===== config.mk =====
export PLATFORM = sky130hd
export DESIGN_NAME = flash_status_read_engine
export DESIGN_NICKNAME = d
export VERILOG_FILES = /design/src/verilog/flash_pkg.sv /design/src/verilog/pair_buffer.sv /design/src/verilog/flash_status_read_engine.sv
export VERILOG_INCLUDE_DIRS = /design/src /design/src/verilog
export SDC_FILE = /design/constraint.sdc
export NUM_CORES = 1
export LEC_CHECK = 0
export ABC_CLOCK_PERIOD_IN_PS = 3500
export BUFFER_PORTS_ARGS = -buffer_cell sky130_fd_sc_hd__buf_2
export CAP_MARGIN = 20
export CORE_MARGIN = 2
export CORE_UTILIZATION = 40
export DETAILED_ROUTE_END_ITERATION = 8
export PLACE_DENSITY = 0.58
export SYNTH_ARGS = -nofsm -noshare
export SYNTH_HDL_FRONTEND = slang
export SYNTH_HIERARCHICAL = 1
export SYNTH_SLANG_ARGS = --single-unit

===== constraint.sdc =====
create_clock -name ref_clk_i -period 3.5 [get_ports ref_clk_i]
set_input_delay 0.175 -clock ref_clk_i [delete_from_list [all_inputs] [get_ports ref_clk_i]]
set_output_delay 0.175 -clock ref_clk_i [all_outputs]
set_load 0.01 [all_outputs]

===== src/verilog/flash_cfg.svh =====
// constants for the serial flash status-write and read engine
`ifndef FLASH_CFG_SVH
`define FLASH_CFG_SVH
// ************************************************
// instruction codes
// ************************************************
`define OP_WRSR1 8'h01
`define OP_WRSR2 8'h31
`define OP_WRSR3 8'h11
`define OP_WREN 8'h06
`define OP_WRDI 8'h04
`define OP_VWREN 8'h50
`define OP_RDSR1 8'h05
`define OP_RDSR2 8'h35
`define OP_RDSR3 8'h15
`define OP_READ 8'h03
`define OP_FREAD 8'h0B
`define OP_FREAD2 8'h3B
`define OP_RSTEN 8'h66
`define OP_RST 8'h99
// ************************************************
// status field layout and reset values
// ************************************************
`define SR1_WR_MASK 8'h7C
`define SR2_WR_MASK 8'h7B
`define SR3_WR_MASK 8'h64
`define SR2_OTP_MASK 8'h38
`define SR2_LOCK_MASK 8'h01
`define SR1_BUSY_BIT 0
`define SR1_WEL_BIT 1
`define SR1_RST 8'h00
`define SR2_RST 8'h00
`define SR3_RST 8'h60
// ************************************************
// sizes and timing
// ************************************************
`define ADDR_BITS 24
`define DUMMY_CLKS 8
`define CLK_PERIOD_NS 10
`define NV_STATUS_CYCLE_NS 10000000
`endif


===== src/verilog/flash_pkg.sv =====
// types shared by the serial flash engine
package flash_pkg;
  typedef struct packed {
    logic [7:0] sr3;
    logic [7:0] sr2;
    logic [7:0] sr1;
  } status_set_t;
  typedef enum logic [2:0] {
    ST_IDLE, ST_OP, ST_ADDR, ST_DUMMY, ST_WDATA, ST_SROUT, ST_RDOUT, ST_SKIP
  } spi_state_t;
endpackage : flash_pkg


===== src/verilog/pair_buffer.sv =====
// small fifo between the array read port and the output shifter
module pair_buffer #(
  parameter int WIDTH = 8,
  parameter int DEPTH = 2
) (
  input wire logic clk_i,
  input wire logic rst_i,
  input wire logic ce_i,
  input wire logic flush_i,
  input wire logic in_valid_i,
  input wire logic [WIDTH-1:0] in_data_i,
  output logic in_ready_o,
  output logic out_valid_o,
  output logic [WIDTH-1:0] out_data_o,
  input wire logic out_ready_i,
  output logic [$clog2(DEPTH+1)-1:0] level_o
);
  localparam int PW = (DEPTH > 1) ? $clog2(DEPTH) : 1;
  localparam int LW = $clog2(DEPTH+1);
  logic [WIDTH-1:0] store [DEPTH];
  logic [PW-1:0] wr_idx;
  logic [PW-1:0] rd_idx;
  logic [LW-1:0] count;
  logic [LW-1:0] next_count;
  wire push = in_valid_i & in_ready_o;
  wire pop = out_valid_o & out_ready_i;

  function automatic logic [PW-1:0] step(input logic [PW-1:0] idx);
    step = (32'(idx) == DEPTH - 1) ? '0 : idx + 1'b1;
  endfunction : step

  assign out_valid_o = (count != '0);
  assign out_data_o = store[rd_idx];
  assign level_o = count;
  assign next_count = count + LW'(push) - LW'(pop);

  always_ff @(posedge clk_i)
  begin
    if (rst_i || (ce_i && flush_i))
    begin
      wr_idx <= '0;
      rd_idx <= '0;
      count <= '0;
      in_ready_o <= 1'b1;
    end
    else if (ce_i)
    begin
      if (push)
      begin
        store[wr_idx] <= in_data_i;
        wr_idx <= step(wr_idx);
      end
      if (pop)
        rd_idx <= step(rd_idx);
      count <= next_count;
      // registered so a stalled shifter back-pressures the array port
      in_ready_o <= (32'(next_count) < DEPTH);
    end
  end
endmodule : pair_buffer


===== src/verilog/flash_status_read_engine.sv =====
// serial flash instruction engine: status writes and single/dual reads
// ************************************************
// Overview of operation
// - only the listed writable bits of the three status registers change
// - otp lock bits once set to one never return to zero
// - status write is opcode 01h, 31h or 11h then one data byte, or two data bytes after 01h
// - non-volatile status write accepted only with write enable latch set
// - after 50h a status write goes to volatile bits, latch stays zero
// - volatile write cannot clear status lock or otp lock bits
// - any reset drops volatile values and reloads the non-volatile ones
// - non-volatile write runs a self-timed cycle with busy set
// - status reads still work during the non-volatile cycle
// - write enable latch clears when the non-volatile cycle ends
// - volatile write applies promptly after chip select rises, busy stays zero
// - 01h with two data bytes writes registers one and two
// - 01h with one data byte writes register one only
// - read 03h takes a 24-bit address sampled on rising clock
// - data shifts out msb first, changing on falling clock
// - read address increments after every byte, streaming forever
// - plain read while busy is ignored without disturbing the cycle
// - plain read only recognised in single-lane mode
// - fast read 0Bh inserts eight dummy clocks before data
// - dual fast read 3Bh outputs data on both lanes
// - dual byte order: lane1 carries 7,5,3,1 and lane0 carries 6,4,2,0
// - 06h sets the write enable latch
// ************************************************
`include "flash_cfg.svh"
module flash_status_read_engine #(
  parameter int ADDR_W = `ADDR_BITS,
  parameter int NV_CYCLES = `NV_STATUS_CYCLE_NS / `CLK_PERIOD_NS
) (
  input wire logic ref_clk_i,
  input wire logic sys_rst_i,
  input wire logic clk_en_i,
  input wire logic chip_sel_n_i,
  input wire logic serial_clk_i,
  input wire logic serial_in_pin_i,
  input wire logic hw_reset_n_i,
  input wire logic array_busy_i,
  output logic lane0_pin_o,
  output logic lane0_pin_oe_o,
  output logic lane1_pin_o,
  output logic lane1_pin_oe_o,
  output logic mem_req_o,
  output logic [ADDR_W-1:0] mem_addr_o,
  input wire logic [7:0] mem_data_i,
  input wire logic mem_valid_i,
  output logic mem_ready_o,
  output flash_pkg::status_set_t status_o
);
  import flash_pkg::*;
  localparam int TW = $clog2(NV_CYCLES + 1);

  // ************************************************
  // pin synchronisers and edge detect
  // ************************************************
  logic [3:0] meta;
  logic [3:0] sync;
  logic sclk_d;
  logic cs_d;
  wire cs_n = sync[0];
  wire din = sync[2];
  wire hw_rst = ~sync[3];
  wire sclk_rise = sync[1] & ~sclk_d & ~cs_n;
  wire sclk_fall = ~sync[1] & sclk_d & ~cs_n;
  wire cs_rise = cs_n & ~cs_d;
  wire cs_fall = ~cs_n & cs_d;

  always_ff @(posedge ref_clk_i)
  begin
    if (sys_rst_i)
    begin
      meta <= 4'h9;
      sync <= 4'h9;
      sclk_d <= 1'b0;
      cs_d <= 1'b1;
    end
    else if (clk_en_i)
    begin
      meta <= {hw_reset_n_i, serial_in_pin_i, serial_clk_i, chip_sel_n_i};
      sync <= meta;
      sclk_d <= sync[1];
      cs_d <= sync[0];
    end
  end

  // ************************************************
  // state
  // ************************************************
  spi_state_t state;
  logic [7:0] opcode;
  logic [23:0] in_sr;
  logic [4:0] bitcnt;
  logic [4:0] wbits;
  logic skip_extra;
  logic [7:0] nv1, nv2, nv3;
  logic [7:0] vol1, vol2, vol3;
  logic write_enable_latch;
  logic vol_arm;
  logic rst_arm;
  logic nv_busy;
  logic [TW-1:0] nv_cnt;
  logic [7:0] out_sr;
  logic [2:0] bits_left;
  logic fetch_on;
  logic pending;
  logic [ADDR_W-1:0] fetch_addr;

  function automatic logic [7:0] merge(input logic [7:0] old, input logic [7:0] d,
                                       input logic [7:0] wmask, input logic [7:0] keep);
    merge = (old & ~wmask) | (d & wmask) | (old & keep);
  endfunction : merge

  function automatic logic [7:0] sr_of(input logic [7:0] op, input status_set_t s);
    sr_of = (op == `OP_RDSR2) ? s.sr2 : (op == `OP_RDSR3) ? s.sr3 : s.sr1;
  endfunction : sr_of

  // ************************************************
  // decode
  // ************************************************
  wire busy = nv_busy | array_busy_i;
  wire [7:0] op_byte = {in_sr[6:0], din};
  wire op_done = sclk_rise && state == ST_OP && bitcnt == 5'd7;
  wire is_rdsr = op_byte == `OP_RDSR1 || op_byte == `OP_RDSR2 || op_byte == `OP_RDSR3;
  // only single-lane opcodes are decoded here, so 03h is never seen in wider modes
  wire is_read = op_byte == `OP_READ || op_byte == `OP_FREAD || op_byte == `OP_FREAD2;
  wire is_wrsr = op_byte == `OP_WRSR1 || op_byte == `OP_WRSR2 || op_byte == `OP_WRSR3;
  wire wr_ok = (write_enable_latch || vol_arm) && !busy;
  wire dual = opcode == `OP_FREAD2;
  wire addr_done = sclk_rise && state == ST_ADDR && 32'(bitcnt) == ADDR_W - 1;
  wire dummy_done = sclk_rise && state == ST_DUMMY && 32'(bitcnt) == `DUMMY_CLKS - 1;
  wire exec = cs_rise && state == ST_SKIP && !skip_extra;
  wire exec_vwren = exec && opcode == `OP_VWREN;
  wire soft_rst = exec && opcode == `OP_RST && rst_arm;
  wire any_rst = hw_rst | soft_rst;
  wire wr_two = wbits == 5'd16 && opcode == `OP_WRSR1;
  wire wr_one = wbits == 5'd8;
  wire wr_go = cs_rise && state == ST_WDATA && (wr_one || wr_two);
  wire wr_nv = wr_go && write_enable_latch;
  wire wr_vol = wr_go && !write_enable_latch && vol_arm;
  wire [7:0] b1 = wr_two ? in_sr[15:8] : in_sr[7:0];
  wire tgt1 = opcode == `OP_WRSR1;
  wire tgt2 = opcode == `OP_WRSR2 || wr_two;
  wire tgt3 = opcode == `OP_WRSR3;
  // only writable bits move, otp bits never clear
  wire [7:0] nv1_new = merge(nv1, b1, `SR1_WR_MASK, 8'h00);
  wire [7:0] nv2_new = merge(nv2, in_sr[7:0], `SR2_WR_MASK, `SR2_OTP_MASK);
  wire [7:0] nv3_new = merge(nv3, in_sr[7:0], `SR3_WR_MASK, 8'h00);
  wire [7:0] vol1_new = merge(vol1, b1, `SR1_WR_MASK, 8'h00);
  wire [7:0] vol2_new = merge(vol2, in_sr[7:0], `SR2_WR_MASK,
                              `SR2_OTP_MASK | `SR2_LOCK_MASK);
  wire [7:0] vol3_new = merge(vol3, in_sr[7:0], `SR3_WR_MASK, 8'h00);
  wire [7:0] sr1_live = {vol1[7:2], write_enable_latch, busy};
  wire buf_valid;
  wire [7:0] buf_data;
  wire [1:0] buf_level;
  wire [7:0] load_byte = (state == ST_SROUT) ? sr_of(opcode, status_o) :
                         (buf_valid ? buf_data : 8'hFF);
  wire load_now = sclk_fall && (state == ST_SROUT || state == ST_RDOUT) && bits_left == 3'd0;
  wire pop = load_now && state == ST_RDOUT;
  // first fetch leaves on the last address edge: the byte must be buffered by the next fall
  wire fetch_go = (fetch_on || addr_done) && !pending && !mem_req_o && buf_level < 2'd2;
  wire [ADDR_W-1:0] next_fetch = addr_done ? {in_sr[ADDR_W-2:0], din} : fetch_addr;

  // ************************************************
  // instruction sequencer
  // ************************************************
  always_ff @(posedge ref_clk_i)
  begin
    if (sys_rst_i || (clk_en_i && (any_rst || cs_rise)))
      state <= ST_IDLE;
    else if (clk_en_i)
    begin
      if (cs_fall)
      begin
        state <= ST_OP;
        bitcnt <= '0;
        wbits <= '0;
        skip_extra <= 1'b0;
      end
      else if (sclk_rise)
      begin
        in_sr <= {in_sr[22:0], din};
        bitcnt <= bitcnt + 5'd1;
        case (state)
          ST_OP:
            if (bitcnt == 5'd7)
            begin
              opcode <= op_byte;
              bitcnt <= '0;
              if (is_rdsr)
                state <= ST_SROUT;
              else if (is_read && !busy)
                state <= ST_ADDR;
              else if (is_wrsr && wr_ok)
                state <= ST_WDATA;
              else
                state <= ST_SKIP;
            end
          ST_ADDR:
            if (addr_done)
            begin
              bitcnt <= '0;
              state <= (opcode == `OP_READ) ? ST_RDOUT : ST_DUMMY;
            end
          ST_DUMMY:
            if (dummy_done)
              state <= ST_RDOUT;
          ST_WDATA:
            if (wbits != 5'd17)
              wbits <= wbits + 5'd1;
          ST_SKIP:
            skip_extra <= 1'b1;
          default:
            ;
        endcase
      end
    end
  end

  // ************************************************
  // status registers, latches and write cycle
  // ************************************************
  always_ff @(posedge ref_clk_i)
  begin
    if (sys_rst_i)
    begin
      {nv1, nv2, nv3} <= {`SR1_RST, `SR2_RST, `SR3_RST};
      {vol1, vol2, vol3} <= {`SR1_RST, `SR2_RST, `SR3_RST};
      {write_enable_latch, vol_arm, rst_arm, nv_busy} <= 4'h0;
      nv_cnt <= '0;
    end
    else if (clk_en_i)
    begin
      if (cs_rise)
      begin
        vol_arm <= exec_vwren && !busy;
        rst_arm <= exec && opcode == `OP_RSTEN;
      end
      if (exec && opcode == `OP_WREN && !nv_busy)
        write_enable_latch <= 1'b1;
      if (exec && opcode == `OP_WRDI && !nv_busy)
        write_enable_latch <= 1'b0;
      if (wr_nv)
      begin
        nv_busy <= 1'b1;
        nv_cnt <= TW'(NV_CYCLES);
        if (tgt1)
          {nv1, vol1} <= {nv1_new, nv1_new};
        if (tgt2)
          {nv2, vol2} <= {nv2_new, nv2_new};
        if (tgt3)
          {nv3, vol3} <= {nv3_new, nv3_new};
      end
      else if (nv_busy)
      begin
        nv_cnt <= nv_cnt - 1'b1;
        if (nv_cnt == TW'(1))
        begin
          nv_busy <= 1'b0;
          write_enable_latch <= 1'b0;
        end
      end
      // volatile copy lands the cycle after chip select is seen high
      if (wr_vol)
      begin
        if (tgt1)
          vol1 <= vol1_new;
        if (tgt2)
          vol2 <= vol2_new;
        if (tgt3)
          vol3 <= vol3_new;
      end
      if (any_rst)
      begin
        {vol1, vol2, vol3} <= {nv1, nv2, nv3};
        {write_enable_latch, vol_arm, rst_arm} <= 3'h0;
      end
    end
  end

  // ************************************************
  // output shifter
  // ************************************************
  always_ff @(posedge ref_clk_i)
  begin
    if (sys_rst_i || (clk_en_i && (cs_n || any_rst)))
    begin
      {lane0_pin_o, lane0_pin_oe_o, lane1_pin_o, lane1_pin_oe_o} <= 4'h0;
      out_sr <= '0;
      bits_left <= '0;
    end
    else if (clk_en_i && sclk_fall && (state == ST_SROUT || state == ST_RDOUT))
    begin
      lane1_pin_oe_o <= 1'b1;
      lane0_pin_oe_o <= dual;
      if (load_now && dual)
      begin
        {lane1_pin_o, lane0_pin_o} <= load_byte[7:6];
        out_sr <= {load_byte[5:0], 2'b00};
        bits_left <= 3'd3;
      end
      else if (load_now)
      begin
        lane1_pin_o <= load_byte[7];
        out_sr <= {load_byte[6:0], 1'b0};
        bits_left <= 3'd7;
      end
      else if (dual)
      begin
        {lane1_pin_o, lane0_pin_o} <= out_sr[7:6];
        out_sr <= {out_sr[5:0], 2'b00};
        bits_left <= bits_left - 3'd1;
      end
      else
      begin
        lane1_pin_o <= out_sr[7];
        out_sr <= {out_sr[6:0], 1'b0};
        bits_left <= bits_left - 3'd1;
      end
    end
  end

  // ************************************************
  // array fetch and status mirror
  // ************************************************
  always_ff @(posedge ref_clk_i)
  begin
    if (sys_rst_i)
    begin
      {fetch_on, pending, mem_req_o} <= 3'h0;
      fetch_addr <= '0;
      mem_addr_o <= '0;
      status_o <= '0;
    end
    else if (clk_en_i)
    begin
      status_o <= {vol3, vol2, sr1_live};
      mem_req_o <= fetch_go;
      if (addr_done)
        fetch_addr <= next_fetch;
      if (cs_rise || any_rst)
        fetch_on <= 1'b0;
      else if (addr_done)
        fetch_on <= 1'b1;
      if (fetch_go)
      begin
        mem_addr_o <= next_fetch;
        fetch_addr <= next_fetch + 1'b1;
        pending <= 1'b1;
      end
      else if (mem_valid_i && mem_ready_o)
        pending <= 1'b0;
    end
  end

  // late answers after chip select rises are accepted and dropped
  pair_buffer #(
    .WIDTH(8),
    .DEPTH(2)
  ) u_buf (
    .clk_i(ref_clk_i),
    .rst_i(sys_rst_i),
    .ce_i(clk_en_i),
    .flush_i(cs_rise || any_rst),
    .in_valid_i(mem_valid_i && fetch_on),
    .in_data_i(mem_data_i),
    .in_ready_o(mem_ready_o),
    .out_valid_o(buf_valid),
    .out_data_o(buf_data),
    .out_ready_i(pop),
    .level_o(buf_level)
  );
endmodule : flash_status_read_engine


==> out/metrics.csv, run 1 <==
stage;metric;value;unit
outcome;status;completed;
yosys;largest family of logic cells by synthesized area;simple AND/OR/NAND/NOR gates;
worst_setup_path;Reg2Reg Capture Point;u_buf/in_ready_o;
layout;fraction of layout cells with a size suffix above 1;0.144;
routing;Via Count;10500;
power;overall power;0.00563;W
worst_setup_path;critical path's top delay family;simple AND/OR/NAND/NOR gates;
worst_setup_path;Worst Setup Start Kind;flip-flop;
timing;Worst Max-Slew Pin Slew;0.856;ns
place;placed cells;1730;
worst_setup_path;crit-path max FO;11;
floorplanning;core area;28800;um2
global_route;largest net degree at the start of global routing;69;
power;clock share of power;0.487;
timing;final setup fails;0;
power;Flop pwr share;0.481;
worst_hold_path;HP Class;in -> reg;
worst_setup_path;CP Buf/Inv Count;3;
floorplanning;Top Ports;71;
place;RePlAce Congestion;0.867;
place;PortBufs;70;
global_route;gr ovfl total;0;
worst_setup_path;slowest stage delay, CP;0.59;ns
worst_hold_path;hold depth;4;
routing;DRT Pass-1 Iters;5;
yosys;mean area per synthesized cell;8.87;um2
yosys;Synth Area in Adders;0.0118;
power;Combinational Power Share;0.032;
worst_setup_path;Worst EP arrival;3.58;ns
global_route;met3 usage;0.0309;
timing;final hold violation count;0;
layout;commonest non-fill, non-tap cells in the layout;dfxtp_1 (168), nor2_1 (149), nand2_1 (148), a21oi_1 (74), buf_2 (68);
worst_setup_path;cells on worst reg2reg path;13;
global_route;met2 GRT Util;0.320;
timing;fmax;0.317;GHz
layout;Final Util;0.471;
yosys;area of the mapped netlist;11700;um2
floorplanning;Initial Util;0.407;
yosys;Synth Flop Type;dfxtp_1;
timing;final period utilization;0.902;
clock_network;Clock Tree Root;clkbuf_16;
clock_network;post-CTS setup buffer count;0;
yosys;syn nets;1348;
yosys;sequential element share of the synthesized area;0.436;
worst_setup_path;Worst EP required;3.93;ns
worst_setup_path;setup slack, reg-to-reg;0.34;ns
timing;Final Critical Period;3.16;ns
power;LEAKAGE;4.96;nW
global_route;GRT met1 Usage;0.333;
power;P_int;0.00439;W
yosys;Post-synth EDFFs;58;
power;PD cells;415;nW/um2
worst_hold_path;Hold EP;vol_arm;
clock_network;CTS tree;yes;
layout;Final nets;1415;
timing;Slew headroom;0.425;
worst_setup_path;Critical-path top delay cell;dfxtp_1;
layout;post-route cell area;13600;um2
layout;fillers;2804;
clock_network;Num CTS Buffers;26;
yosys;xor/xnor cell area share of the yosys netlist;0.0187;
floorplanning;die width;175;um
timing;clock skew;0.0209;ns
floorplanning;die height;175;um
yosys;mux cell area share after synthesis;0.0740;
yosys;post-synth cell types;94;
layout;Ant. Diodes;0;
place;Detailed Place HPWL;23400;um
global_route;global-route usage over all layers;0.219;
power;VDD IR max;380;uV
floorplanning;num rows;62;
yosys;Simple-Gate Fraction of Synth Area;0.242;
power;total net switching power;0.00124;W
clock_network;Skew-Pair Late Insertion Delay;0.55;ns
global_route;Most Crowded Layer GR;met1;
timing;Final Max Tran Viols;0;
global_route;vias in the first global route;9853;
yosys;number of synthesized register bits;226;
worst_setup_path;worst r2r src;state[1];
layout;area delta synth->final;15.9;%
global_route;initial antenna violation count;0;
timing;setup TNS;0;ns
layout;fin cells;1791;
clock_network;CTS max path bufs;3;
place;dpl cell area;12600;um2
power;Sw Share;0.221;
routing;Residual DRC;0;
layout;commonest non-fill, non-tap cell in the layout;dfxtp_1;
routing;Avg WL per Cell;19.0;um
yosys;asr flop ratio synth;0;
routing;initial detailed-routing violation count;996;
routing;vias per inst;5.85;
worst_setup_path;Worst setup EP type;flip-flop;
yosys;Syn Inst Count;1320;
timing;RSZ-0062 raised after global routing;false;
worst_setup_path;crit path cell chain;xnor2_1, nor4_1, buf_4, nand2_1, nor4_1, o21ai_1, inv_1, ha_1, inv_1, ha_1, xnor2_1, or4_4, o311a_1;
clock_network;CTS H-Tree Depth;1;
yosys;Synth warnings;6;
yosys;Compound-Gate Fraction of Synth Area;0.178;
routing;final WL;34000;um
floorplanning;full die area;30700;um2
clock_network;Resized cells post-CTS;0;
clock_network;CTS Sinks;226;
clock_network;clk slew on worst S/H paths;0.06;ns
worst_hold_path;Hold Startpoint;array_busy_i;
flow_run;Max-Cap Viols;0;
global_route;first-pass GRT wire length;54300;um
worst_setup_path;WS Path Type;reg -> reg;
routing;Final ANT Viol Nets;0;
==> worst max-delay path by stage <==
stage	from	end	slack [ns]	cells past startpoint
2_1_floorplan	cs_d	opcode[0]	0.37	6
3_3_place_gp	state[0]	u_buf/in_ready_o	0.41	13
3_5_place_dp	state[0]	u_buf/in_ready_o	0.42	13
4_1_cts	state[0]	u_buf/in_ready_o	0.38	13
5_1_grt	state[0]	u_buf/in_ready_o	0.09	13
6_report	state[1]	u_buf/in_ready_o	0.34	13
==> layer usage <==
metal | up-vias | share of wire
met1 | 5009 | 0.48
met5 | - | 0
met4 | 0 | 0.025
met3 | 65 | 0.073
met2 | 381 | 0.42
li1 | 5023 | -
==> worst min-delay path: stages <==
cell	delay, ns
buf_2	0.15
nor2_1	0.11
nand4_1	0.09
a21oi_1	0.06
==> cells by family after synthesis <==
group / Yosys count
AO/OA/AOI/OAI: 311
XOR/XNOR: 25
adder cells (fa/ha/maj): 11
buffers and inverters: 117
flip-flops: 226
multiplexers: 83
AND/OR/NAND/NOR: 547
==> power groups by stage <==
stage	Sequential [W]	Combinational (W)	Clock, W
global route	0.00271	0.000198	0.00291
finish	0.00271	0.000182	0.00274
floorplan	0.00276	0.000112	0
detailed placement	0.00276	0.000169	0
CTS	0.00271	0.000181	0.00280
global placement	0.00276	0.000168	0
==> Yosys cell counts, types with 6 or more instances <==
master     count  share of area
nand4_1       21          0.011
nand3_1       56          0.024
nand2b_1       6         0.0032
clkbuf_1      63          0.020
inv_1         25         0.0080
ha_1          11          0.012
buf_2         20         0.0086
and3_1        16         0.0086
o2111ai_1      7         0.0052
nor4_1        15         0.0080
nor3b_1       19          0.012
a211oi_1      21          0.013
edfxtp_1      58           0.15
or4_1          8         0.0051
nor3_1        23         0.0098
nand4b_1       6         0.0045
o211ai_1       9         0.0058
nor2b_1        6         0.0032
dfxtp_1      168           0.29
buf_1          6         0.0019
a311oi_1      19          0.014
nor2_1       150          0.048
xnor2_1        8         0.0060
mux2_2        12          0.012
o31ai_1        8         0.0051
o21ai_1       15         0.0064
o21a_1         7         0.0045
nand2_1      148          0.047
mux2i_1       67          0.057
o21ai_0       52          0.022
a21oi_1       74          0.032
o22ai_1        8         0.0043
and2_1        15         0.0080
and4_1         6         0.0045
xor2_1        17          0.013
a31oi_1       26          0.014
==> per-stage QoR <==
stage / hold WS [ns] / worst slack (ns)
final: 0.0846 / 0.342
after global routing: 0.0550 / 0.0921
after CTS: 0.0399 / 0.384
after detailed placement: 0.369 / 0.419
after global placement: 0.364 / 0.405
after floorplan: 0.274 / 0.366
==> flip-flops by register name (all words and copies together) (netlist names), 16 cells and up, named ones only <==
register,flops
fetch_addr,24
in_sr,23
mem_addr_o,24
nv_cnt,20
status_o,24
u_buf/store,16
==> layout make-up <==
type,count,area [um2],area share
repair buffers,129,843,0.0622
multi-input cells,977,6160,0.454
inverters,27,101,0.00747
well taps,384,480,0.0354
flip-flops and latches,226,5100,0.376
clock buffers,42,802,0.0591
clock inverters,6,68.8,0.00507
==> repair_timing <==
action | in CTS | in global routing
hold buffers | 13 | 0
hold endpoints to repair | 21 | 0
endpoints found under the setup margin | 0 | 0
No activity file was read; power rests on OpenSTA's default activity.
==> run 2, diff against run 1 <==
ABC_AREA = 1   (was default)
PLACE_DENSITY = 0.59   (was 0.58)
==> run 2 against run 1 <==
Net effect:
- sequential cell count is the same
- cell count grew 11%
- global-route usage shrank 1.7 points
- register-to-register slack gained 0.30 ns
- maximum frequency grew 10%
- via count shrank 3.6%
- critical endpoint is now u_buf/level_o[1]
- count of clock-buffer cells in the layout shrank 2
- sequential share of layout area grew 1.3 points
- routed wire length shrank 11%
- critical path type unchanged
- core utilization shrank 1.1 points
- clock skew shrank 0.014 ns
==> out/metrics.csv, run 2 <==
stage;metric;value;unit;change
clock_network;clk slew on worst S/H paths;0.06;ns;about the same
place;PortBufs;70;;unchanged
place;DP Worst Slack;0.674;ns;+0.255 ns
timing;Min Hold Slack;0.110;ns;+0.0258 ns
place;Detailed Place HPWL;22200;um;-4.9%
worst_setup_path;Critical-path top delay cell;dfxtp_1;;
floorplanning;die width;173;um;-0.98%
yosys;Syn Inst Count;1516;;+15%
layout;commonest non-fill, non-tap cell in the layout;nand2_1;;
global_route;vias in the first global route;9604;;-2.5%
yosys;syn nets;1544;;+15%
worst_setup_path;crit-path max FO;10;;-1
timing;setup ws final;0.638;ns;+0.296 ns
worst_setup_path;setup slack, reg-to-reg;0.64;ns;+0.30 ns
global_route;first-pass GRT wire length;50000;um;-8.0%
global_route;global-route usage over all layers;0.202;;-0.0168
timing;fmax;0.349;GHz;+10%
timing;setup TNS;0;ns;unchanged
clock_network;Num CTS Buffers;25;;-3.8%
yosys;Post-synth EDFFs;58;;unchanged
routing;final WL;30400;um;-11%
floorplanning;core area;28500;um2;-1.1%
power;VDD IR max;314;uV;-17%
timing;Slew headroom;0.384;;-0.0413
routing;Residual DRC;0;;unchanged
clock_network;CTS tree;yes;;
timing;RSZ-0062 raised after global routing;false;;
layout;area delta synth->final;14.3;%;
power;PD cells;427;nW/um2;+2.9%
worst_hold_path;HP Class;in -> reg;;
yosys;asr flop ratio synth;0;;unchanged
routing;Final ANT Viol Nets;0;;unchanged
clock_network;Clock Tree Root;clkbuf_16;;
floorplanning;full die area;30100;um2;-1.9%
yosys;Synth warnings;6;;unchanged
routing;wire length on met1;14500;um;-11%
clock_network;CTS H-Tree Depth;1;;unchanged
floorplanning;Top Ports;71;;unchanged
timing;final hold violation count;0;;unchanged
power;LEAKAGE;5.40;nW;+8.8%
yosys;mean area per synthesized cell;7.57;um2;-15%
layout;Ant. Diodes;0;;unchanged
worst_setup_path;Worst setup EP type;flip-flop;;
routing;initial detailed-routing violation count;757;;-24%
worst_setup_path;crit path cell chain;nand3_2, nand2_1, nand2_1, nor3_4, inv_1, nor2_1, o21a_1, ha_1, inv_1, ha_1, inv_1, nand2_1, nand3_1, nand3_1, a21oi_1;;
timing;clock skew;0.00723;ns;-0.0136 ns
timing;final period utilization;0.818;;-0.0846
clock_network;CTS Sinks;226;;unchanged
yosys;area of the mapped netlist;11500;um2;-2.0%
routing;Via Count;10100;;-3.6%
routing;WL met3;1340;um;-46%
layout;register area;5100;um2;unchanged
worst_setup_path;WS Path Type;reg -> reg;;
yosys;Synth area leaders;dfxtp_1 (29%), edfxtp_1 (15%), nand2_1 (9.8%);;
floorplanning;num rows;62;;unchanged
layout;fillers;2925;;+4.3%
yosys;sequential element share of the synthesized area;0.445;;+0.00884
routing;top sig layer;met4;;
yosys;Commonest cells post-synth;nand2_1 (300), dfxtp_1 (168), inv_1 (165);;
yosys;count leader, synth;nand2_1;;
global_route;gr ovfl total;0;;unchanged
timing;Final Max Tran Viols;0;;unchanged
routing;Avg WL per Cell;15.3;um;-19%
global_route;initial antenna violation count;0;;unchanged
floorplanning;die height;173;um;-0.98%
timing;final setup fails;0;;unchanged
timing;Worst Max-Slew Pin Slew;0.917;ns;+0.0606 ns
clock_network;CTS max path bufs;3;;unchanged
worst_setup_path;Worst EP arrival;3.26;ns;-0.32 ns
routing;met2 routed WL;13600;um;-4.7%
yosys;Yosys top cell by area;dfxtp_1;;
routing;DRT Pass-1 Iters;5;;unchanged
worst_setup_path;Worst Setup Start Kind;flip-flop;;
layout;Final nets;1614;;+14%
flow_run;Max-Cap Viols;0;;unchanged
yosys;post-synth cell types;57;;-39%
clock_network;post-CTS setup buffer count;0;;unchanged
layout;multi-input combinational cell area;5420;um2;-12%
layout;fraction of layout cells with a size suffix above 1;0.138;;-0.00579
layout;Final Util;0.461;;-0.0108
floorplanning;Initial Util;0.403;;-0.00374
yosys;top-area cell type share of the netlist area;0.293;;+0.00583
routing;vias per inst;5.08;;-13%
outcome;status;completed;;
layout;Largest regs;fetch_addr: 24 flops, mem_addr_o: 24 flops, status_o: 24 flops;;
yosys;number of synthesized register bits;226;;unchanged
worst_setup_path;Worst EP required;3.90;ns;-0.03 ns
layout;commonest non-fill, non-tap cells in the layout;nand2_1 (300), dfxtp_1 (168), inv_1 (165), nor2_1 (163), o21ai_0 (139);;
yosys;Synth Flop Type;dfxtp_1;;
clock_network;Skew-Pair Late Insertion Delay;0.52;ns;-0.03 ns
timing;Final Critical Period;2.86;ns;-0.296 ns
worst_setup_path;slowest stage delay, CP;0.50;ns;-0.09 ns
global_route;largest net degree at the start of global routing;81;;+17%
place;RePlAce Congestion;0.882;;+1.7%
## run 2: cells by family after synthesis
| logic type | count (synthesis) | synth area share |
|---|---|---|
| simple gates | 697 | 0.285 |
| compound gates | 325 | 0.155 |
| buf+inv | 233 | 0.0832 |
| flops | 226 | 0.445 |
| xor+xnor | 16 | 0.0122 |
| fa+ha+maj | 11 | 0.0120 |
| mux | 8 | 0.00785 |
## run 2: report_power, final
group	internal, W	total (W)	switching [W]	leakage [nW]
clock network	0.00162	0.00266	0.00104	0.419
registers	0.00270	0.00273	0.0000283	1.88
logic	0.0000694	0.000217	0.000147	3.10
total	0.00439	0.00560	0.00121	5.40
## run 2: final cells by class
class / instances / share of cell area
Clock buffer: 40 / 0.0607
Clock inverter: 4 / 0.00344
Inverter: 178 / 0.0515
Multi-Input combinational cell: 1057 / 0.413
Sequential cell: 226 / 0.389
Tap cell: 384 / 0.0366
Timing Repair Buffer: 98 / 0.0452
## run 2: worst paths after layout
check                               from                to  depth (start not counted)
worst min register to register   vol3[7]           vol3[7]                          2
worst min-delay path            clk_en_i  u_buf/level_o[0]                          3
worst max-delay path            state[0]  u_buf/level_o[1]                         15
worst max register to register  state[0]  u_buf/level_o[1]                         15
## run 2: layer usage
layer / global-route usage / vias up
met4: 0.0614 / 0
li1: - / 5176
met5: 0 / -
met1: 0.282 / 4637
met3: 0.0248 / 53
met2: 0.328 / 236
## run 2: what timing repair did
item                                    in CTS  in global routing
hold buffers                                13                  0
gates resized for setup                      0                  0
endpoints found under the setup margin       0                  0
hold endpoints to repair                    21                  0
## run 2: stage by stage
stage	power, W	instance area [um2]	std cells
6_report	0.00560	13100	1987
5_1_grt	0.00580	13100	1987
4_1_cts	0.00568	13100	1986
3_5_place_dp	0.00299	12100	1929
3_3_place_gp	0.00299	12100	1929
2_1_floorplan	0.00291	11500	1516
## run 2: worst max-delay path, delay by kind of cell, from the launching register on
kind | cells | cell delay [ns]
compound gates | 2 | 0.25
simple gates | 8 | 1.21
buf+inv | 3 | 0.37
flops | 1 | 0.50
fa+ha+maj | 2 | 0.42
